==> src/rtl/watchdog_defs.vh <==
// Purpose: constants for the 24-bit watchdog timer
// Assumes: 200 MHz system clock, 10 kHz watchdog tick derived by divider
// Notes:   offsets are byte addresses of 8-bit registers
`ifndef WATCHDOG_DEFS_VH
`define WATCHDOG_DEFS_VH

// ----------------------------------------------------------------
// register offsets
// ----------------------------------------------------------------
`define WDG_ADDR_CONTROL     12'h0FF0
`define WDG_ADDR_UPPER      12'h0FF1
`define WDG_ADDR_HIGH       12'h0FF2
`define WDG_ADDR_LOW        12'h0FF3
`define WDG_ADDR_CONFIG     12'h0FF4
`define WDG_ADDR_IRQ_STATUS 12'h0FF5
`define WDG_ADDR_IRQ_MASK   12'h0FF6
`define WDG_ADDR_COUNT_U    12'h0FF7

// ----------------------------------------------------------------
// fields and values
// ----------------------------------------------------------------
`define WDG_KEY_FIRST       8'h55
`define WDG_KEY_SECOND      8'hAA
`define WDG_RELOAD_RESET    24'h00_0400
`define WDG_NO_REFRESH_MAX  24'h00_0002
`define WDG_CFG_IRQ_BIT     0
`define WDG_RST_STAT_WDT    0
`define WDG_IRQ_TIMEOUT_BIT 0

// ----------------------------------------------------------------
// timing
// ----------------------------------------------------------------
`define WDG_CLK_HZ          200000000
`define WDG_TICK_HZ         10000
`define WDG_TICK_CYCLES     (`WDG_CLK_HZ / `WDG_TICK_HZ)

`endif

==> src/rtl/wdg_tick_divider.v <==
// Purpose: one-cycle enable pulse at the watchdog tick rate
// Assumes: single system clock
// Notes:   runs only while enabled so the first tick is a full period
`timescale 1ns/1ps
`default_nettype none
`include "watchdog_defs.vh"
module wdg_tick_divider #(
   parameter integer DIVIDE = `WDG_TICK_CYCLES
) (
   // clock and reset
   input  wire       clk_sys_i,
   input  wire       rst_i,
   // control
   input  wire       run_i,
   output reg        tick_o
);
   reg  [15:0] div_reg;

   // ----------------------------------------------------------------
   // divider
   // ----------------------------------------------------------------
   // restart from zero when stopped to keep period honest
   always @(posedge clk_sys_i) begin
      if (rst_i || !run_i) begin
         div_reg <= 16'h0000;
         tick_o  <= 1'b0;
      end else if (div_reg == DIVIDE[15:0] - 16'h0001) begin
         div_reg <= 16'h0000;
         tick_o  <= 1'b1;
      end else begin
         div_reg <= div_reg + 16'h0001;
         tick_o  <= 1'b0;
      end
   end
endmodule
`default_nettype wire

==> src/rtl/wdg_unlock_fsm.v <==
// Purpose: tracks the two-byte unlock sequence for reload registers
// Assumes: control-address writes flagged by ctl_wr_i
// Notes:   any wrong byte restarts the sequence
`timescale 1ns/1ps
`default_nettype none
`include "watchdog_defs.vh"
module wdg_unlock_fsm (
   // clock and reset
   input  wire       clk_sys_i,
   input  wire       rst_i,
   // events
   input  wire       ctl_wr_i,
   input  wire [7:0] ctl_data_i,
   input  wire       reload_wr_i,
   output wire       unlocked_o
);
   localparam [1:0] ST_LOCKED = 2'b00;
   localparam [1:0] ST_HALF   = 2'b01;
   localparam [1:0] ST_OPEN   = 2'b10;

   reg  [1:0] state_reg;
   reg  [1:0] state_next;

   // ----------------------------------------------------------------
   // sequence
   // ----------------------------------------------------------------
   always @* begin
      state_next = state_reg;
      case (state_reg)
         ST_LOCKED: begin
            if (ctl_wr_i && ctl_data_i == `WDG_KEY_FIRST)
               state_next = ST_HALF;
         end
         ST_HALF: begin
            if (ctl_wr_i)
               state_next = (ctl_data_i == `WDG_KEY_SECOND) ? ST_OPEN : ST_LOCKED;
         end
         ST_OPEN: begin
            // relock once the low byte closes the write sequence
            if (reload_wr_i)
               state_next = ST_LOCKED;
            else if (ctl_wr_i)
               state_next = (ctl_data_i == `WDG_KEY_FIRST) ? ST_HALF : ST_LOCKED;
         end
         default: state_next = ST_LOCKED;
      endcase
   end

   always @(posedge clk_sys_i) begin
      if (rst_i)
         state_reg <= ST_LOCKED;
      else
         state_reg <= state_next;
   end

   assign unlocked_o = (state_reg == ST_OPEN);
endmodule
`default_nettype wire

==> src/rtl/watchdog_timer_24bit.v <==
// Purpose: 24-bit watchdog with lockable reload and reset/irq response
// Assumes: register port single-cycle, read data valid one cycle later
// Notes:   reload bytes writable only after unlock; low byte relocks
`timescale 1ns/1ps
`default_nettype none
`include "watchdog_defs.vh"
module watchdog_timer_24bit #(
   parameter integer TICK_DIVIDE = `WDG_TICK_CYCLES
) (
   // clock and reset
   input  wire        clk_sys_i,
   input  wire        rst_i,
   // register port
   input  wire [11:0] addr_i,
   input  wire [7:0]  wdata_i,
   input  wire        wr_i,
   input  wire        rd_i,
   output reg  [7:0]  rdata_o,
   // device side
   input  wire        refresh_i,
   input  wire        always_on_option_bit_i,
   output reg         wdt_reset_o,
   output wire        irq_o,
   output wire        running_o
);
   // ----------------------------------------------------------------
   // storage
   // ----------------------------------------------------------------
   reg  [7:0]  reload_upper_byte_reg;
   reg  [7:0]  reload_high_byte_reg;
   reg  [7:0]  reload_low_byte_reg;
   reg  [23:0] count_reg;
   reg         on_reg;
   reg         cfg_irq_reg;
   reg         irq_stat_reg;
   reg         irq_mask_reg;
   reg         rst_stat_reg;
   reg         ao_seen_reg;
   wire        tick;
   wire        unlocked;
   wire        terminal;
   wire [23:0] reload_val;
   wire        ctl_wr;
   wire        reload_wr_ok;
   wire        can_refresh;

   // reset reload held as a sized vector so each byte is a clean part-select
   localparam [23:0] RELOAD_RESET = `WDG_RELOAD_RESET;

   // address match used by the write decoders; the read path uses a case
   function hit;
      input [11:0] a;
      input [11:0] target;
      begin
         hit = (a == target);
      end
   endfunction

   assign ctl_wr       = wr_i && hit(addr_i, `WDG_ADDR_CONTROL);
   assign reload_wr_ok = wr_i && unlocked;
   assign reload_val   = {reload_upper_byte_reg, reload_high_byte_reg, reload_low_byte_reg};
   assign terminal     = on_reg && tick && (count_reg == 24'h00_0001);
   // near the end a refresh would race the response, so it is refused
   assign can_refresh  = count_reg > `WDG_NO_REFRESH_MAX;
   assign running_o    = on_reg;

   // ----------------------------------------------------------------
   // submodules
   // ----------------------------------------------------------------
   wdg_tick_divider #(
      .DIVIDE(TICK_DIVIDE)
   ) u_div (
      .clk_sys_i (clk_sys_i),
      .rst_i     (rst_i),
      .run_i     (on_reg),
      .tick_o    (tick)
   );

   wdg_unlock_fsm u_lock (
      .clk_sys_i   (clk_sys_i),
      .rst_i       (rst_i),
      .ctl_wr_i    (ctl_wr),
      .ctl_data_i  (wdata_i),
      .reload_wr_i (wr_i && unlocked && hit(addr_i, `WDG_ADDR_LOW)),
      .unlocked_o  (unlocked)
   );

   // ----------------------------------------------------------------
   // reload bytes
   // ----------------------------------------------------------------
   // unlock writes touch nothing here; control writes store no bits
   always @(posedge clk_sys_i) begin
      if (rst_i) begin
         reload_upper_byte_reg <= RELOAD_RESET[23:16];
         reload_high_byte_reg  <= RELOAD_RESET[15:8];
         reload_low_byte_reg   <= RELOAD_RESET[7:0];
      end else if (reload_wr_ok) begin
         if (hit(addr_i, `WDG_ADDR_UPPER))
            reload_upper_byte_reg <= wdata_i;
         if (hit(addr_i, `WDG_ADDR_HIGH))
            reload_high_byte_reg <= wdata_i;
         if (hit(addr_i, `WDG_ADDR_LOW))
            reload_low_byte_reg <= wdata_i;
      end
   end

   // ----------------------------------------------------------------
   // on/off state and counter
   // ----------------------------------------------------------------
   // option bit caught by a clocked process in the first cycle after reset
   always @(posedge clk_sys_i) begin
      if (rst_i) begin
         on_reg      <= 1'b0;
         ao_seen_reg <= 1'b0;
         count_reg   <= `WDG_RELOAD_RESET;
      end else begin
         ao_seen_reg <= 1'b1;
         if (!ao_seen_reg && always_on_option_bit_i) begin
            on_reg    <= 1'b1;
            count_reg <= reload_val;
         end else if (refresh_i && (!on_reg || can_refresh)) begin
            on_reg    <= 1'b1;
            count_reg <= reload_val;
         end else if (terminal) begin
            // both modes keep running from the reload value
            count_reg <= reload_val;
         end else if (on_reg && tick) begin
            count_reg <= count_reg - 24'h00_0001;
         end
      end
   end

   // ----------------------------------------------------------------
   // time-out response
   // ----------------------------------------------------------------
   // reset pulse is one cycle; system reset logic stretches it
   always @(posedge clk_sys_i) begin
      if (rst_i)
         wdt_reset_o <= 1'b0;
      else
         wdt_reset_o <= terminal && !cfg_irq_reg;
   end

   // ----------------------------------------------------------------
   // config, status and interrupt
   // ----------------------------------------------------------------
   // set wins over write-one-to-clear in the same cycle
   always @(posedge clk_sys_i) begin
      if (rst_i) begin
         cfg_irq_reg  <= 1'b0;
         irq_mask_reg <= 1'b0;
         irq_stat_reg <= 1'b0;
      end else begin
         if (wr_i && hit(addr_i, `WDG_ADDR_CONFIG))
            cfg_irq_reg <= wdata_i[`WDG_CFG_IRQ_BIT];
         if (wr_i && hit(addr_i, `WDG_ADDR_IRQ_MASK))
            irq_mask_reg <= wdata_i[`WDG_IRQ_TIMEOUT_BIT];
         if (terminal && cfg_irq_reg)
            irq_stat_reg <= 1'b1;
         else if (wr_i && hit(addr_i, `WDG_ADDR_IRQ_STATUS) && wdata_i[`WDG_IRQ_TIMEOUT_BIT])
            irq_stat_reg <= 1'b0;
      end
   end

   assign irq_o = irq_stat_reg && irq_mask_reg;

   // reset status survives our own reset pulse; cleared on read of control
   always @(posedge clk_sys_i) begin
      if (rst_i)
         rst_stat_reg <= 1'b0;
      else if (terminal && !cfg_irq_reg)
         rst_stat_reg <= 1'b1;
      else if (rd_i && hit(addr_i, `WDG_ADDR_CONTROL))
         rst_stat_reg <= 1'b0;
   end

   // ----------------------------------------------------------------
   // read path
   // ----------------------------------------------------------------
   always @(posedge clk_sys_i) begin
      if (rst_i)
         rdata_o <= 8'h00;
      else if (rd_i) begin
         case (addr_i)
            `WDG_ADDR_CONTROL:    rdata_o <= {7'h00, rst_stat_reg};
            `WDG_ADDR_UPPER:      rdata_o <= reload_upper_byte_reg;
            `WDG_ADDR_HIGH:       rdata_o <= reload_high_byte_reg;
            `WDG_ADDR_LOW:        rdata_o <= reload_low_byte_reg;
            `WDG_ADDR_CONFIG:     rdata_o <= {6'h00, on_reg, cfg_irq_reg};
            `WDG_ADDR_IRQ_STATUS: rdata_o <= {7'h00, irq_stat_reg};
            `WDG_ADDR_IRQ_MASK:   rdata_o <= {7'h00, irq_mask_reg};
            `WDG_ADDR_COUNT_U:    rdata_o <= count_reg[23:16];
            default:              rdata_o <= 8'h00;
         endcase
      end else
         rdata_o <= 8'h00;
   end
endmodule
`default_nettype wire

==> config.mk <==
export PLATFORM = sky130hd
export DESIGN_NAME = watchdog_timer_24bit
export DESIGN_NICKNAME = d
export VERILOG_FILES = /design/src/rtl/wdg_tick_divider.v /design/src/rtl/wdg_unlock_fsm.v /design/src/rtl/watchdog_timer_24bit.v
export VERILOG_INCLUDE_DIRS = /design/src /design/src/rtl
export SDC_FILE = /design/constraint.sdc
export NUM_CORES = 1
export LEC_CHECK = 0
export ABC_CLOCK_PERIOD_IN_PS = 2680
export BUFFER_PORTS_ARGS = -buffer_cell sky130_fd_sc_hd__buf_2
export CAP_MARGIN = 10
export CORE_MARGIN = 5
export CORE_UTILIZATION = 59
export CTS_CLUSTER_DIAMETER = 50
export DETAILED_ROUTE_END_ITERATION = 8
export PLACE_DENSITY = 0.82
export SETUP_SLACK_MARGIN = 0.5
export SLEW_MARGIN = 10
export SYNTH_ARGS = -nofsm -noshare
export SYNTH_HDL_FRONTEND = slang
export SYNTH_SLANG_ARGS = --single-unit
==> constraint.sdc <==
create_clock -name clk_sys_i -period 2.68 [get_ports clk_sys_i]
set_clock_uncertainty 0.1 [all_clocks]
set_input_delay 0.536 -clock clk_sys_i [delete_from_list [all_inputs] [get_ports clk_sys_i]]
set_output_delay 0.536 -clock clk_sys_i [all_outputs]
set_load 0.02 [all_outputs]
=== Yosys cells after proc, flatten, opt, wreduce, memory -nomap -nowiden ===
Index checks and enable logic that the tools add are counted.

* Flip-flop bits (word level): 82
* Word-level logic and storage cells: 88
* Input port bits: 26

* Equality and inequality tests: 17
* Multiplexer cells: 20
* Reduce and logical (&&, ||, !) cells: 32
* Bitwise gates (word level): 1
* $lt $le $gt $ge: 1
* Add/sub/neg operators: 2

{| class="wikitable"
|+ Operator list
! kind !! count
|-
| == test 12 bit, second input constant || 8
|-
| two-way mux 24 bit || 4
|-
| one-hot mux 8 bit (8 select lines) || 1
|-
| == test 24 x 1 -> 1 bit, second input constant || 1
|-
| greater-than comparator 24 x 2 -> 1 bit, second input constant || 1
|-
| subtractor 24 x 1 -> 24 bit, second input constant || 1
|-
| adder 16 x 1 -> 16 bit, second input constant || 1
|-
| == test 16 x 15 -> 1 bit, second input constant || 1
|-
| logical AND 1 bit || 16
|-
| two-way mux 2 bit || 5
|-
| two-way mux 1 bit || 9
|-
| == test 8 x 7 -> 1 bit, second input constant || 1
|-
| == test 8 bit, second input constant || 1
|-
| one-hot mux 2 bit (3 select lines) || 1
|-
| AND reduction 2 bit || 3
|-
| nonzero test 2 bit || 3
|-
| != test 2 x 1 -> 1 bit, second input constant || 2
|-
| nonzero test 4 bit || 1
|-
| OR reduction 2 bit || 2
|-
| zero test 1 bit || 3
|-
| != test 3 x 1 -> 1 bit, second input constant || 1
|-
| AND reduction 3 bit || 1
|-
| == test 2 x 1 -> 1 bit, second input constant || 1
|-
| == test 2 bit, second input constant || 1
|-
| other kinds (3) || 4
|}

=== Longest topological paths before layout ===
Gate-level depths: netlist of run 1.

* Depth after elaboration: 5
* Mapped depth: 9
* Gate-level depth less buffers: 8

=== Cells and area by module ===
From an unflattened synthesis of run 1, not the netlist that was laid out.

* Cells, all modules: 515
* Area, all modules: 4327.9 sq um

{| class="wikitable"
|+ By module, submodules not included
! module !! cells an instance !! sequential area each (sq um) !! area each (sq um) !! times used
|-
| watchdog_timer_24bit || 418 || 1261.2 || 3403.3 || 1
|-
| wdg_tick_divider || 80 || 340.3 || 783.3 || 1
|-
| wdg_unlock_fsm || 17 || 40.0 || 141.4 || 1
|}

=== Least setup slack after synthesis of run 1 ===
No wires, ideal clock.

* Kind: reg2reg
* From: register count_reg[5]
* To: register count_reg[22]
* Arrival: 2.261 ns
* Clock period less this slack: 2.428 ns
* Library setup time: 0.067 ns
* Cell stages (with the launch flop): 8
* Slack: 0.252 ns
* Cells stage by stage: dfxtp_1 or4_1 buf_6 or4_4 or4_1 a21oi_1 o22ai_1 a21oi_2

* Word-level cells in the longest chain between the ends: 5
* Elaborated cells on any way between the ends: 11

{| class="wikitable"
|+ RTL lines
! item !! line !! RTL
|-
| from (decl) || watchdog_timer_24bit.v:32 || <nowiki>reg [23:0] count_reg;</nowiki>
|-
| from (signal assigned) || watchdog_timer_24bit.v:115 || <nowiki>count_reg <= `WDG_RELOAD_RESET;</nowiki>
|-
| from (signal assigned) || watchdog_timer_24bit.v:120 || <nowiki>count_reg <= reload_val;</nowiki>
|-
| from (signal assigned) || watchdog_timer_24bit.v:123 || <nowiki>count_reg <= reload_val;</nowiki>
|-
| subtractor 24 x 1 -> 24 bit (tied with other cells) || watchdog_timer_24bit.v:128 || <nowiki>count_reg <= count_reg - 24'h00_0001;</nowiki>
|-
| two-way mux 24 bit (tied with other cells) || watchdog_timer_24bit.v:127 || <nowiki>end else if (on_reg && tick) begin</nowiki>
|-
| two-way mux 24 bit or logical AND 1 bit (tied branches) || watchdog_timer_24bit.v:124, watchdog_timer_24bit.v:121 ||
|-
| two-way mux 24 bit || watchdog_timer_24bit.v:121 || <nowiki>end else if (refresh_i && (!on_reg || can_refresh)) begin</nowiki>
|-
| two-way mux 24 bit || watchdog_timer_24bit.v:118 || <nowiki>if (!ao_seen_reg && always_on_option_bit_i) begin</nowiki>
|}

Parallel ways exist; a longest one is shown, timed or not. The select of a mux whose other input is x is not followed.
A chain may end at the register's enable or synchronous reset.

=== Final worst setup path of run 1 ===
* From: register count_reg[6]
* To: register count_reg[8]

Same word-level chain as after synthesis.

==> impl_table.tex, run 1 <==
\begin{tabular}{lr}
\hline
Metric & Value \\
\hline
\multicolumn{2}{l}{\textbf{Outcome}} \\
Outcome & finished clean \\
\multicolumn{2}{l}{\textbf{Synth}} \\
Main area contributors after synthesis & sky130\_fd\_sc\_hd\_\_dfxtp\_1, sky130\_fd\_sc\_hd\_\_nor2\_1, sky130\_fd\_sc\_hd\_\_mux2i\_1, sky130\_fd\_sc\_hd\_\_a21oi\_1, sky130\_fd\_sc\_hd\_\_nand2\_1 \\
Post-synthesis instance area & approximately 0.004 sq mm \\
Number of synthesized flops with an enable pin & 0 \\
Share of flip-flops with an asynchronous set or reset & 0 \\
Dominant combinational cell family by area after synthesis & simple AND/OR/NAND/NOR gates \\
Net count after synthesis & 529 \\
Largest area contributor in the synthesized netlist & sky130\_fd\_sc\_hd\_\_dfxtp\_1 \\
Sequential-to-total area share from yosys stat & 0.4021 \\
Adder-cell share of the synthesized area & 0.01226 \\
Total of warnings raised by yosys & 0 \\
Count of state elements after synthesis & just over 80 \\
Predominant post-synthesis flop cell & sky130\_fd\_sc\_hd\_\_dfxtp\_1 \\
Complex-gate fraction of the synthesized area & 0.1762 \\
Share of the synthesized netlist area taken by xor and xnor gates & 0.02789 \\
Gate Count Post-Synth & between 400 and 500 \\
Portion of synthesized cell area occupied by the leading cell type & 0.4021 \\
Multiplexer fraction of the synthesized cell area & 0.05945 \\
Number of distinct library cell variants in the gate-level netlist after synthesis & 59 \\
Mean cell area of the mapped netlist & around 8.2 sq um \\
Post-synth top cells & sky130\_fd\_sc\_hd\_\_dfxtp\_1, sky130\_fd\_sc\_hd\_\_nor2\_1, sky130\_fd\_sc\_hd\_\_nand2\_1 \\
Most frequently used cell type in the post-synthesis netlist & sky130\_fd\_sc\_hd\_\_dfxtp\_1 \\
Post-Synth Simple-Gate Area & 0.2884 \\
\multicolumn{2}{l}{\textbf{Clocking}} \\
Total clock sinks & just over 80 \\
Clock Path Buffers & 2 \\
Cell chosen for the clock root & sky130\_fd\_sc\_hd\_\_clkbuf\_8 \\
H-tree levels & 3 \\
CTS tree & built \\
Clock transition at the registers of the reported paths & around 0.090 ns \\
Number of CTS-inserted buffers & 9 \\
Insertion delay to the later sink of the worst-skew pair & 0.35 ns \\
\multicolumn{2}{l}{\textbf{Die}} \\
Site Rows & 30 \\
Die Outline Area & 0.008683 sq mm \\
Starting Density & 0.6043 \\
Vertical extent of the die & $\sim$93 um \\
Core region area & 0.006756 sq mm \\
Num ports & 37 \\
X dimension of the die & slightly above 90 um \\
\multicolumn{2}{l}{\textbf{Cells and area}} \\
Max reg flops & 24 \\
Non-filler cells, final & about 640 \\
Final Util & 0.7461 \\
Fill cells & about 470 \\
Share of cells above drive strength 1 & 0.2677 \\
Number of inserted diodes & 0 \\
Area growth from synthesis to layout & 23.48\% \\
Total number of nets in the final design & around 590 \\
\multicolumn{2}{l}{\textbf{Critical path}} \\
Length in cells of the worst reg-to-reg path & 8 \\
Critical path peak fanout & 7 \\
Setup crit start kind & flop \\
Signal arrival time at the worst endpoint & approximately 2.6 ns \\
Data required time of the critical path & about 2.8 ns \\
CP Launch Point & count\_reg[6] \\
Critical path capture point type & flop \\
Launch point of the worst reg-to-reg path & count\_reg[6] \\
Setup slack of the worst register-to-register path & 0.25 ns \\
Capture point of the worst path & count\_reg[8] \\
FF-to-FF End & count\_reg[8] \\
Category of the critical setup timing path & flop to flop \\
\multicolumn{2}{l}{\textbf{Routing}} \\
Remaining antenna violation count after routing & 0 \\
Overall via count from detail\_route & between 4000 and 5000 \\
Highest metal used & met4 \\
Total detailed-routing wirelength & $\sim$13000 um \\
Sum of met3 wire segment lengths after detailed routing & approximately 1100 um \\
Number of iterations in the first detailed-routing pass & 5 \\
Met1 layer wirelength in the final routing & $\sim$5000 um \\
First DRT Iteration DRCs & just over 500 \\
Number of remaining DRC errors & 0 \\
Via count normalized by instance count & between 6 and 7 \\
Average detailed-routed wire length per instance & approximately 20 um \\
Met2 wire length & between 5000 and 6000 um \\
\multicolumn{2}{l}{\textbf{Run}} \\
Max-capacitance violation count & 0 \\
\multicolumn{2}{l}{\textbf{Placed design}} \\
Number of I/O port buffers & 36 \\
HPWL reported at the end of detailed placement & approximately 8600 um \\
DP Cell Count & between 600 and 700 \\
Routability Congestion & $\sim$1.0 \\
Post-Place Worst Slack & between 0.06 and 0.07 ns \\
\multicolumn{2}{l}{\textbf{GRT}} \\
Leftover overflow at the end of global routing & 0 \\
GRT Util Overall & 0.2956 \\
Global-route wire length before repair & slightly above 20000 um \\
Number of antenna violations at the first check in global routing & 0 \\
Via count of the first global-routing pass & between 4000 and 5000 \\
Largest net degree at the start of global routing & 48 \\
\multicolumn{2}{l}{\textbf{Timing}} \\
Setup slack after layout & between 0.2 and 0.25 ns \\
\# setup viols final & 0 \\
Shortest clock period the worst path allows after layout & 2.433 ns \\
Final period utilization & 0.9078 \\
Number of max-slew violations in the final report & 0 \\
Actual slew at the worst max-slew pin & 0.6019 ns \\
Highest attainable clock frequency & between 0.4 and 0.5 GHz \\
Sum of negative setup slack & 0 ns \\
Headroom to the max-slew limit & 0.5976 \\
Unrepaired setup endpoints after global routing & yes \\
Final hold violations & 0 \\
\multicolumn{2}{l}{\textbf{Pwr}} \\
Total Power Consumption & between 2000 and 2500 uW \\
Leakage power figure & around 0.0018 uW \\
Power density relative to cell area & between 400 and 500 mW/mm\^{}2 \\
Largest voltage drop on the vdd net & $\sim$420 uV \\
\multicolumn{2}{l}{\textbf{Worst hold path}} \\
Hold-critical path depth & 1 \\
Class of the most critical hold timing path & flop to flop \\
\hline
\end{tabular}
==> worst max-delay path, cell delays in order, from the launching register on <==
cell                      delay, ns
sky130_fd_sc_hd__dfxtp_4       0.35
sky130_fd_sc_hd__or4_4         0.59
sky130_fd_sc_hd__buf_12        0.16
sky130_fd_sc_hd__nor3_4        0.19
sky130_fd_sc_hd__buf_4         0.16
sky130_fd_sc_hd__nand4_1       0.22
sky130_fd_sc_hd__and2_4        0.29
sky130_fd_sc_hd__mux2i_1       0.17
sky130_fd_sc_hd__o22ai_1       0.08
==> layout by cell type, fill, tap and decap left out, types with 8 or more instances in the layout <==
master	instances
sky130_fd_sc_hd__nand3_1	17
sky130_fd_sc_hd__a21oi_1	41
sky130_fd_sc_hd__clkbuf_8	11
sky130_fd_sc_hd__nor2_1	61
sky130_fd_sc_hd__nor3_1	8
sky130_fd_sc_hd__buf_2	36
sky130_fd_sc_hd__o21ai_0	14
sky130_fd_sc_hd__buf_4	33
sky130_fd_sc_hd__nor4_1	8
sky130_fd_sc_hd__dfxtp_1	76
sky130_fd_sc_hd__nand2_1	44
sky130_fd_sc_hd__mux2i_1	22
sky130_fd_sc_hd__a22oi_1	9
sky130_fd_sc_hd__xnor2_1	8
==> kinds of logic (layout without fill, tap and decap cells) <==
logic type               Yosys count  after routing
adder cells (fa/ha/maj)            4              4
buffers and inverters             33             97
AND/OR/NAND/NOR                  228            229
AO/OA/AOI/OAI                    115            115
multiplexers                      24             24
flip-flops                        82             82
XOR/XNOR                          13             13
==> what timing repair did <==
item                       in CTS  in global routing
hold endpoints to repair        0                  0
pin swaps                      20                 11
gates cloned                    1                  0
resized for setup              41                 20
setup endpoints to repair      25                 30
hold buffers                    0                  0
setup buffers                  18                  2
==> how the worst min path moves through the flow <==
stage,startpoint,end,slack [ns]
after floorplan,u_div.div_reg[0],u_div.div_reg[0],0.32
after global placement,u_div.div_reg[0],u_div.div_reg[0],0.33
after detailed placement,u_div.div_reg[0],u_div.div_reg[0],0.35
after CTS,wdata_i[1],reload_low_byte_reg[1],0.37
after global routing,wdata_i[6],reload_low_byte_reg[6],0.37
final,u_div.div_reg[0],u_div.div_reg[0],0.36
==> where the power goes <==
group	switching, uW	internal [uW]
registers	19.5	1230
clock network	459	485
logic	163	111
==> cell type report <==
class	instances	area, sq um	area share
clock inverters	5	60.06	0.01191
flip-flops and latches	82	1652	0.3276
multi-input cells	385	2581	0.5120
well taps	80	100.1	0.01986
clock buffers	11	151.4	0.03003
repair buffers	71	459.2	0.09109
inverters	10	37.54	0.007446
==> routing by layer <==
layer	global-route usage	up-vias
li1	-	1941
met1	0.3755	1932
met2	0.4883	265
met3	0.05310	66
met4	0.1343	0
met5	0	-
==> metrics by stage <==
stage / hold slack, ns / area (sq um)
floorplan: 0.3179 / 4140
global placement: 0.3324 / 4423
detailed placement: 0.3480 / 4423
CTS: 0.3667 / 4954
global route: 0.3653 / 5041
finish: 0.3576 / 5041
No activity file was read; power rests on OpenSTA's default activity.
==> run 2: changes to the inputs <==
CORE_ASPECT_RATIO = 2   (was not set)
==> impl_table.tex, run 2 (same netlist as run 1, synthesis figures left out) <==
\begin{tabular}{lr}
\hline
Metric & Value \\
\hline
\multicolumn{2}{l}{\textbf{Outcome}} \\
Outcome & finished clean \\
\multicolumn{2}{l}{\textbf{Clocking}} \\
CTS tree & built \\
Clock transition at the registers of the reported paths & about 0.06 ns \\
Insertion delay to the later sink of the worst-skew pair & about 0.34 ns \\
H-tree levels & 3 \\
Count of hold-fix buffers inserted at cts & 0 \\
Number of CTS-inserted buffers & 9 \\
Cell chosen for the clock root & sky130\_fd\_sc\_hd\_\_clkbuf\_16 \\
Clock Path Buffers & 2 \\
Total clock sinks & about 80 \\
\multicolumn{2}{l}{\textbf{Pwr}} \\
Power density relative to cell area & 524.4 mW/mm\^{}2 \\
Cell internal power dissipation & roughly 2000 uW \\
Relative contribution of sequential cells to total power & 0.462 \\
Sw Share & 0.2507 \\
Net switching power & about 680 uW \\
Leakage power figure & 0.001842 uW \\
Clock share of power & 0.437 \\
Logic gate share of total power & 0.102 \\
Largest voltage drop on the vdd net & roughly 480 uV \\
\multicolumn{2}{l}{\textbf{Critical path}} \\
Critical path peak fanout & 8 \\
Data required time of the critical path & around 2.8 ns \\
Category of the critical setup timing path & flop to flop \\
Setup crit start kind & flop \\
Signal arrival time at the worst endpoint & 2.58 ns \\
Critical path capture point type & flop \\
\multicolumn{2}{l}{\textbf{Cells and area}} \\
Max reg flops & 24 \\
Number of inserted diodes & 0 \\
Area used by multi-input combinational logic & between 0.002 and 0.003 sq mm \\
Most frequent cells in the layout & sky130\_fd\_sc\_hd\_\_dfxtp\_1, sky130\_fd\_sc\_hd\_\_nor2\_1, sky130\_fd\_sc\_hd\_\_nand2\_1 \\
Total number of nets in the final design & approximately 600 \\
Fill cells & a little over 500 \\
Final cell area excluding filler cells & between 0.005 and 0.006 sq mm \\
Most common library cell in the layout ignoring fill and taps & sky130\_fd\_sc\_hd\_\_dfxtp\_1 \\
Share of cells above drive strength 1 & 0.2688 \\
Sequential cell area & about 0.0017 sq mm \\
Area growth from synthesis to layout & 26.29\% \\
\multicolumn{2}{l}{\textbf{GRT}} \\
Global-route wire length before repair & approximately 19000 um \\
Number of antenna violations at the first check in global routing & 0 \\
Leftover overflow at the end of global routing & 0 \\
Largest net degree at the start of global routing & 48 \\
Via count of the first global-routing pass & between 3000 and 4000 \\
GRT Util Overall & 0.2889 \\
\multicolumn{2}{l}{\textbf{Timing}} \\
Highest attainable clock frequency & between 0.4 and 0.5 GHz \\
Final hold violations & 0 \\
\# setup viols final & 0 \\
Shortest clock period the worst path allows after layout & about 2.4 ns \\
Actual slew at the worst max-slew pin & $\sim$0.61 ns \\
Sum of negative setup slack & 0 ns \\
Number of max-slew violations in the final report & 0 \\
Final period utilization & 0.9017 \\
Headroom to the max-slew limit & 0.5917 \\
Unrepaired setup endpoints after global routing & yes \\
Setup slack after layout & between 0.2 and 0.3 ns \\
\multicolumn{2}{l}{\textbf{Placed design}} \\
Routability Congestion & 0.9690 \\
Post-DP Area & $\sim$0.0045 sq mm \\
Post-Place Worst Slack & 0.1784 ns \\
Number of I/O port buffers & 36 \\
HPWL reported at the end of detailed placement & about 8000 um \\
\multicolumn{2}{l}{\textbf{Routing}} \\
Met1 layer wirelength in the final routing & $\sim$4800 um \\
Via count normalized by instance count & approximately 6.4 \\
Average detailed-routed wire length per instance & between 15 and 20 um \\
Total detailed-routing wirelength & 12510 um \\
Overall via count from detail\_route & 4248 \\
Highest metal used & met4 \\
Sum of met3 wire segment lengths after detailed routing & 1196 um \\
Met2 wire length & just under 6000 um \\
First DRT Iteration DRCs & roughly 620 \\
Number of iterations in the first detailed-routing pass & 5 \\
Number of remaining DRC errors & 0 \\
Remaining antenna violation count after routing & 0 \\
\multicolumn{2}{l}{\textbf{Die}} \\
Num ports & 37 \\
Site Rows & 43 \\
X dimension of the die & roughly 69 um \\
Starting Density & 0.5975 \\
Vertical extent of the die & approximately 130 um \\
Die Outline Area & slightly below 0.009 sq mm \\
Core region area & between 0.006 and 0.007 sq mm \\
\multicolumn{2}{l}{\textbf{Worst hold path}} \\
Class of the most critical hold timing path & flop to flop \\
\multicolumn{2}{l}{\textbf{Run}} \\
Max-capacitance violation count & 0 \\
\hline
\end{tabular}
[run 2: cell types whose count changed in the layout (fill, tap and decap cells not counted), moves of 3 or more]
cell                        before  now
sky130_fd_sc_hd__buf_6           1    5
sky130_fd_sc_hd__o21ai_1         5    8
sky130_fd_sc_hd__nand2_1        44   47
sky130_fd_sc_hd__nor4_1          8    5
sky130_fd_sc_hd__clkbuf_8       11    2
sky130_fd_sc_hd__nand2_2         7    3
sky130_fd_sc_hd__nor4_2          1    4
sky130_fd_sc_hd__clkbuf_16       0    9
sky130_fd_sc_hd__buf_4          33   39
sky130_fd_sc_hd__o21ai_2         3    0
[run 2: what timing repair did]
action,CTS,global route
cloned,0,1
pin swaps,5,19
setup endpoints to repair,25,28
buffers inserted,10,14
resized for setup,26,30
[run 2: final cells by class]
| cell class | count | area share |
|---|---|---|
| timing repair buffer | 80 | 0.1026 |
| multi-input combinational | 385 | 0.4916 |
| tap | 90 | 0.02184 |
| clock buffer | 11 | 0.04902 |
| sequential | 82 | 0.3208 |
| clock inverter | 5 | 0.006794 |
| inverter | 10 | 0.007280 |
[run 2: metal layers]
layer,up-vias,GRT usage
li1,1958,-
met1,1972,0.3751
met2,249,0.4315
met3,69,0.05981
met4,0,0.1701
met5,-,0
[run 2: path summary, 6_finish.rpt]
kind,startpoint,end,slack (ns),cells after the start
max reg2reg,count_reg[13],count_reg[11],0.26,9
min reg2reg,u_div.div_reg[0],u_div.div_reg[0],0.36,1
max,count_reg[13],count_reg[11],0.26,9
min,u_div.div_reg[0],u_div.div_reg[0],0.36,1
[run 2: critical path, stage by stage, from the launching register on]
cell and delay (ns):
sky130_fd_sc_hd__dfxtp_1 0.33, sky130_fd_sc_hd__or4_4 0.59, sky130_fd_sc_hd__nor4_4 0.25, sky130_fd_sc_hd__buf_4 0.21, sky130_fd_sc_hd__nand4_1 0.13, sky130_fd_sc_hd__buf_4 0.19, sky130_fd_sc_hd__a21oi_1 0.17, sky130_fd_sc_hd__buf_4 0.19
sky130_fd_sc_hd__nand2_1 0.09, sky130_fd_sc_hd__o21ai_0 0.09
[run 2: power groups by stage]
stage               sequential [uW]  combinational, uW  clock, uW
floorplan                      1270                133          0
global placement               1270                206          0
detailed placement             1270                206          0
CTS                            1250                232       1190
global route                   1250                291       1240
finish                         1250                275       1180
[run 2: metrics by stage]
step	cells	hold WS, ns	power, uW	util
floorplan	499	0.3179	1404	-
CTS	648	0.3619	2668	0.7231
finish	663	0.3584	2704	0.7546
detailed placement	622	0.3537	1480	0.6546
global route	663	0.3899	2783	0.7546
global placement	622	0.3283	1479	0.6546
==> run 3: changes to the inputs <==
RECOVER_POWER = 50   (was not set)
==> impl_table.tex, run 3 (same netlist as run 1, synthesis figures left out) <==
\begin{tabular}{lr}
\hline
Metric & Value \\
\hline
\multicolumn{2}{l}{\textbf{Routing}} \\
Via count normalized by instance count & about 6.5 \\
Overall via count from detail\_route & 4300 \\
Remaining antenna violation count after routing & 0 \\
First DRT Iteration DRCs & 647 \\
Number of iterations in the first detailed-routing pass & 5 \\
Number of remaining DRC errors & 0 \\
Total detailed-routing wirelength & $\sim$12000 um \\
Average detailed-routed wire length per instance & 18.81 um \\
\multicolumn{2}{l}{\textbf{Timing}} \\
Unrepaired setup endpoints after global routing & yes \\
Final hold violations & 0 \\
Highest attainable clock frequency & between 0.4 and 0.5 GHz \\
Final period utilization & 0.9064 \\
Sum of negative setup slack & 0 ns \\
Actual slew at the worst max-slew pin & 1.058 ns \\
Headroom to the max-slew limit & 0.2947 \\
\# setup viols final & 0 \\
Number of max-slew violations in the final report & 0 \\
Shortest clock period the worst path allows after layout & roughly 2.4 ns \\
\multicolumn{2}{l}{\textbf{GRT}} \\
Leftover overflow at the end of global routing & 0 \\
Global-route wire length before repair & around 19000 um \\
Global routing met1 resource utilization & 0.3751 \\
Number of antenna violations at the first check in global routing & 0 \\
Layer with the highest usage after global routing & met2 \\
GRT Util Overall & 0.2889 \\
Via count of the first global-routing pass & roughly 4000 \\
GR met3 Demand/Resource & 0.05981 \\
Largest net degree at the start of global routing & 48 \\
Met2 Use GR & 0.4315 \\
\multicolumn{2}{l}{\textbf{Die}} \\
Core region area & between 0.006 and 0.007 sq mm \\
X dimension of the die & 68.82 um \\
Starting Density & 0.5975 \\
Die Outline Area & just under 0.009 sq mm \\
Site Rows & 43 \\
Num ports & 37 \\
Vertical extent of the die & between 100 and 150 um \\
\multicolumn{2}{l}{\textbf{Cells and area}} \\
Share of cells above drive strength 1 & 0.2443 \\
Area growth from synthesis to layout & 25.41\% \\
Most common library cell in the layout ignoring fill and taps & sky130\_fd\_sc\_hd\_\_dfxtp\_1 \\
Number of inserted diodes & 0 \\
Max reg flops & 24 \\
Total number of nets in the final design & 598 \\
Most frequent cells in the layout & sky130\_fd\_sc\_hd\_\_dfxtp\_1, sky130\_fd\_sc\_hd\_\_nor2\_1, sky130\_fd\_sc\_hd\_\_nand2\_1 \\
\multicolumn{2}{l}{\textbf{Pwr}} \\
Largest voltage drop on the vdd net & 481.6 uV \\
Power density relative to cell area & between 500 and 600 mW/mm\^{}2 \\
Leakage power figure & around 0.0018 uW \\
Total Power Consumption & about 2700 uW \\
\multicolumn{2}{l}{\textbf{Critical path}} \\
Signal arrival time at the worst endpoint & approximately 2.6 ns \\
Category of the critical setup timing path & flop to flop \\
Critical path peak fanout & 8 \\
Setup crit start kind & flop \\
Data required time of the critical path & 2.84 ns \\
Critical path capture point type & flop \\
\multicolumn{2}{l}{\textbf{Outcome}} \\
Outcome & finished clean \\
\multicolumn{2}{l}{\textbf{Clocking}} \\
Count of hold-fix buffers inserted at cts & 0 \\
Clock Path Buffers & 2 \\
Number of CTS-inserted buffers & 9 \\
CTS tree & built \\
H-tree levels & 3 \\
Clock transition at the registers of the reported paths & about 0.060 ns \\
Insertion delay to the later sink of the worst-skew pair & about 0.34 ns \\
Cell chosen for the clock root & sky130\_fd\_sc\_hd\_\_clkbuf\_16 \\
Total clock sinks & 82 \\
\multicolumn{2}{l}{\textbf{Placed design}} \\
HPWL reported at the end of detailed placement & about 8000 um \\
Routability Congestion & roughly 0.97 \\
Number of I/O port buffers & 36 \\
\multicolumn{2}{l}{\textbf{Run}} \\
Max-capacitance violation count & 0 \\
\multicolumn{2}{l}{\textbf{Worst hold path}} \\
Class of the most critical hold timing path & flop to flop \\
\hline
\end{tabular}
==> run 3: layout make-up <==
class,count,area [sq um]
Timing Repair Buffer,80,508.0
Fill cell,521,1713
Tap cell,90,112.6
Sequential cell,82,1654
Clock buffer,11,252.7
Inverter,10,37.54
Clock inverter,5,35.03
Multi-Input combinational cell,385,2520
==> run 3: layer usage <==
layer  routed length, um  up-vias
li1                    -     1964
met1                4755     1992
met2                5786      270
met3                1213       74
met4                 715        0
met5                   0        -
==> run 3: timing repair <==
item	4_1_cts	5_1_grt
gates cloned	0	1
pin swaps	5	19
setup buffers	10	14
resized for setup	26	30
setup endpoints to repair	25	28
==> run 3: path summary, 6_finish.rpt <==
check                        start                to  slack, ns  depth (start not counted)
setup reg to reg     count_reg[13]     count_reg[11]       0.25                          9
hold reg to reg   u_div.div_reg[0]  u_div.div_reg[0]       0.36                          1
hold / removal    u_div.div_reg[0]  u_div.div_reg[0]       0.36                          1
setup / recovery     count_reg[13]     count_reg[11]       0.25                          9
==> run 3: where the power goes <==
part | internal [uW] | switching (uW) | total [uW]
Sequential | 1230 | 18.9 | 1250
Combinational | 114 | 157 | 272
Clock | 681 | 501 | 1180
Total | 2020 | 677 | 2700
==> run 3: critical path: stages, from the launching register on <==
cell and delay [ns]:
sky130_fd_sc_hd__dfxtp_1 0.33, sky130_fd_sc_hd__or4_4 0.59, sky130_fd_sc_hd__nor4_4 0.24, sky130_fd_sc_hd__buf_4 0.21
sky130_fd_sc_hd__nand4_1 0.13, sky130_fd_sc_hd__buf_4 0.19, sky130_fd_sc_hd__a21oi_1 0.17, sky130_fd_sc_hd__buf_4 0.21
sky130_fd_sc_hd__nand2_1 0.09, sky130_fd_sc_hd__o21ai_0 0.09
==> run 3: through the flow <==
| step | hold slack, ns | utilization | instance area (sq um) | setup WS [ns] | std cells |
|---|---|---|---|---|---|
| global route | 0.3899 | 0.7493 | 5120 | 0.1773 | 663 |
| CTS | 0.3619 | 0.7231 | 4941 | 0.3320 | 648 |
| finish | 0.3584 | 0.7493 | 5120 | 0.2507 | 663 |
| detailed placement | 0.3537 | 0.6546 | 4473 | 0.1784 | 622 |
| global placement | 0.3283 | 0.6546 | 4473 | 0.2216 | 622 |
| floorplan | 0.3179 | - | 4140 | 0.3379 | 499 |
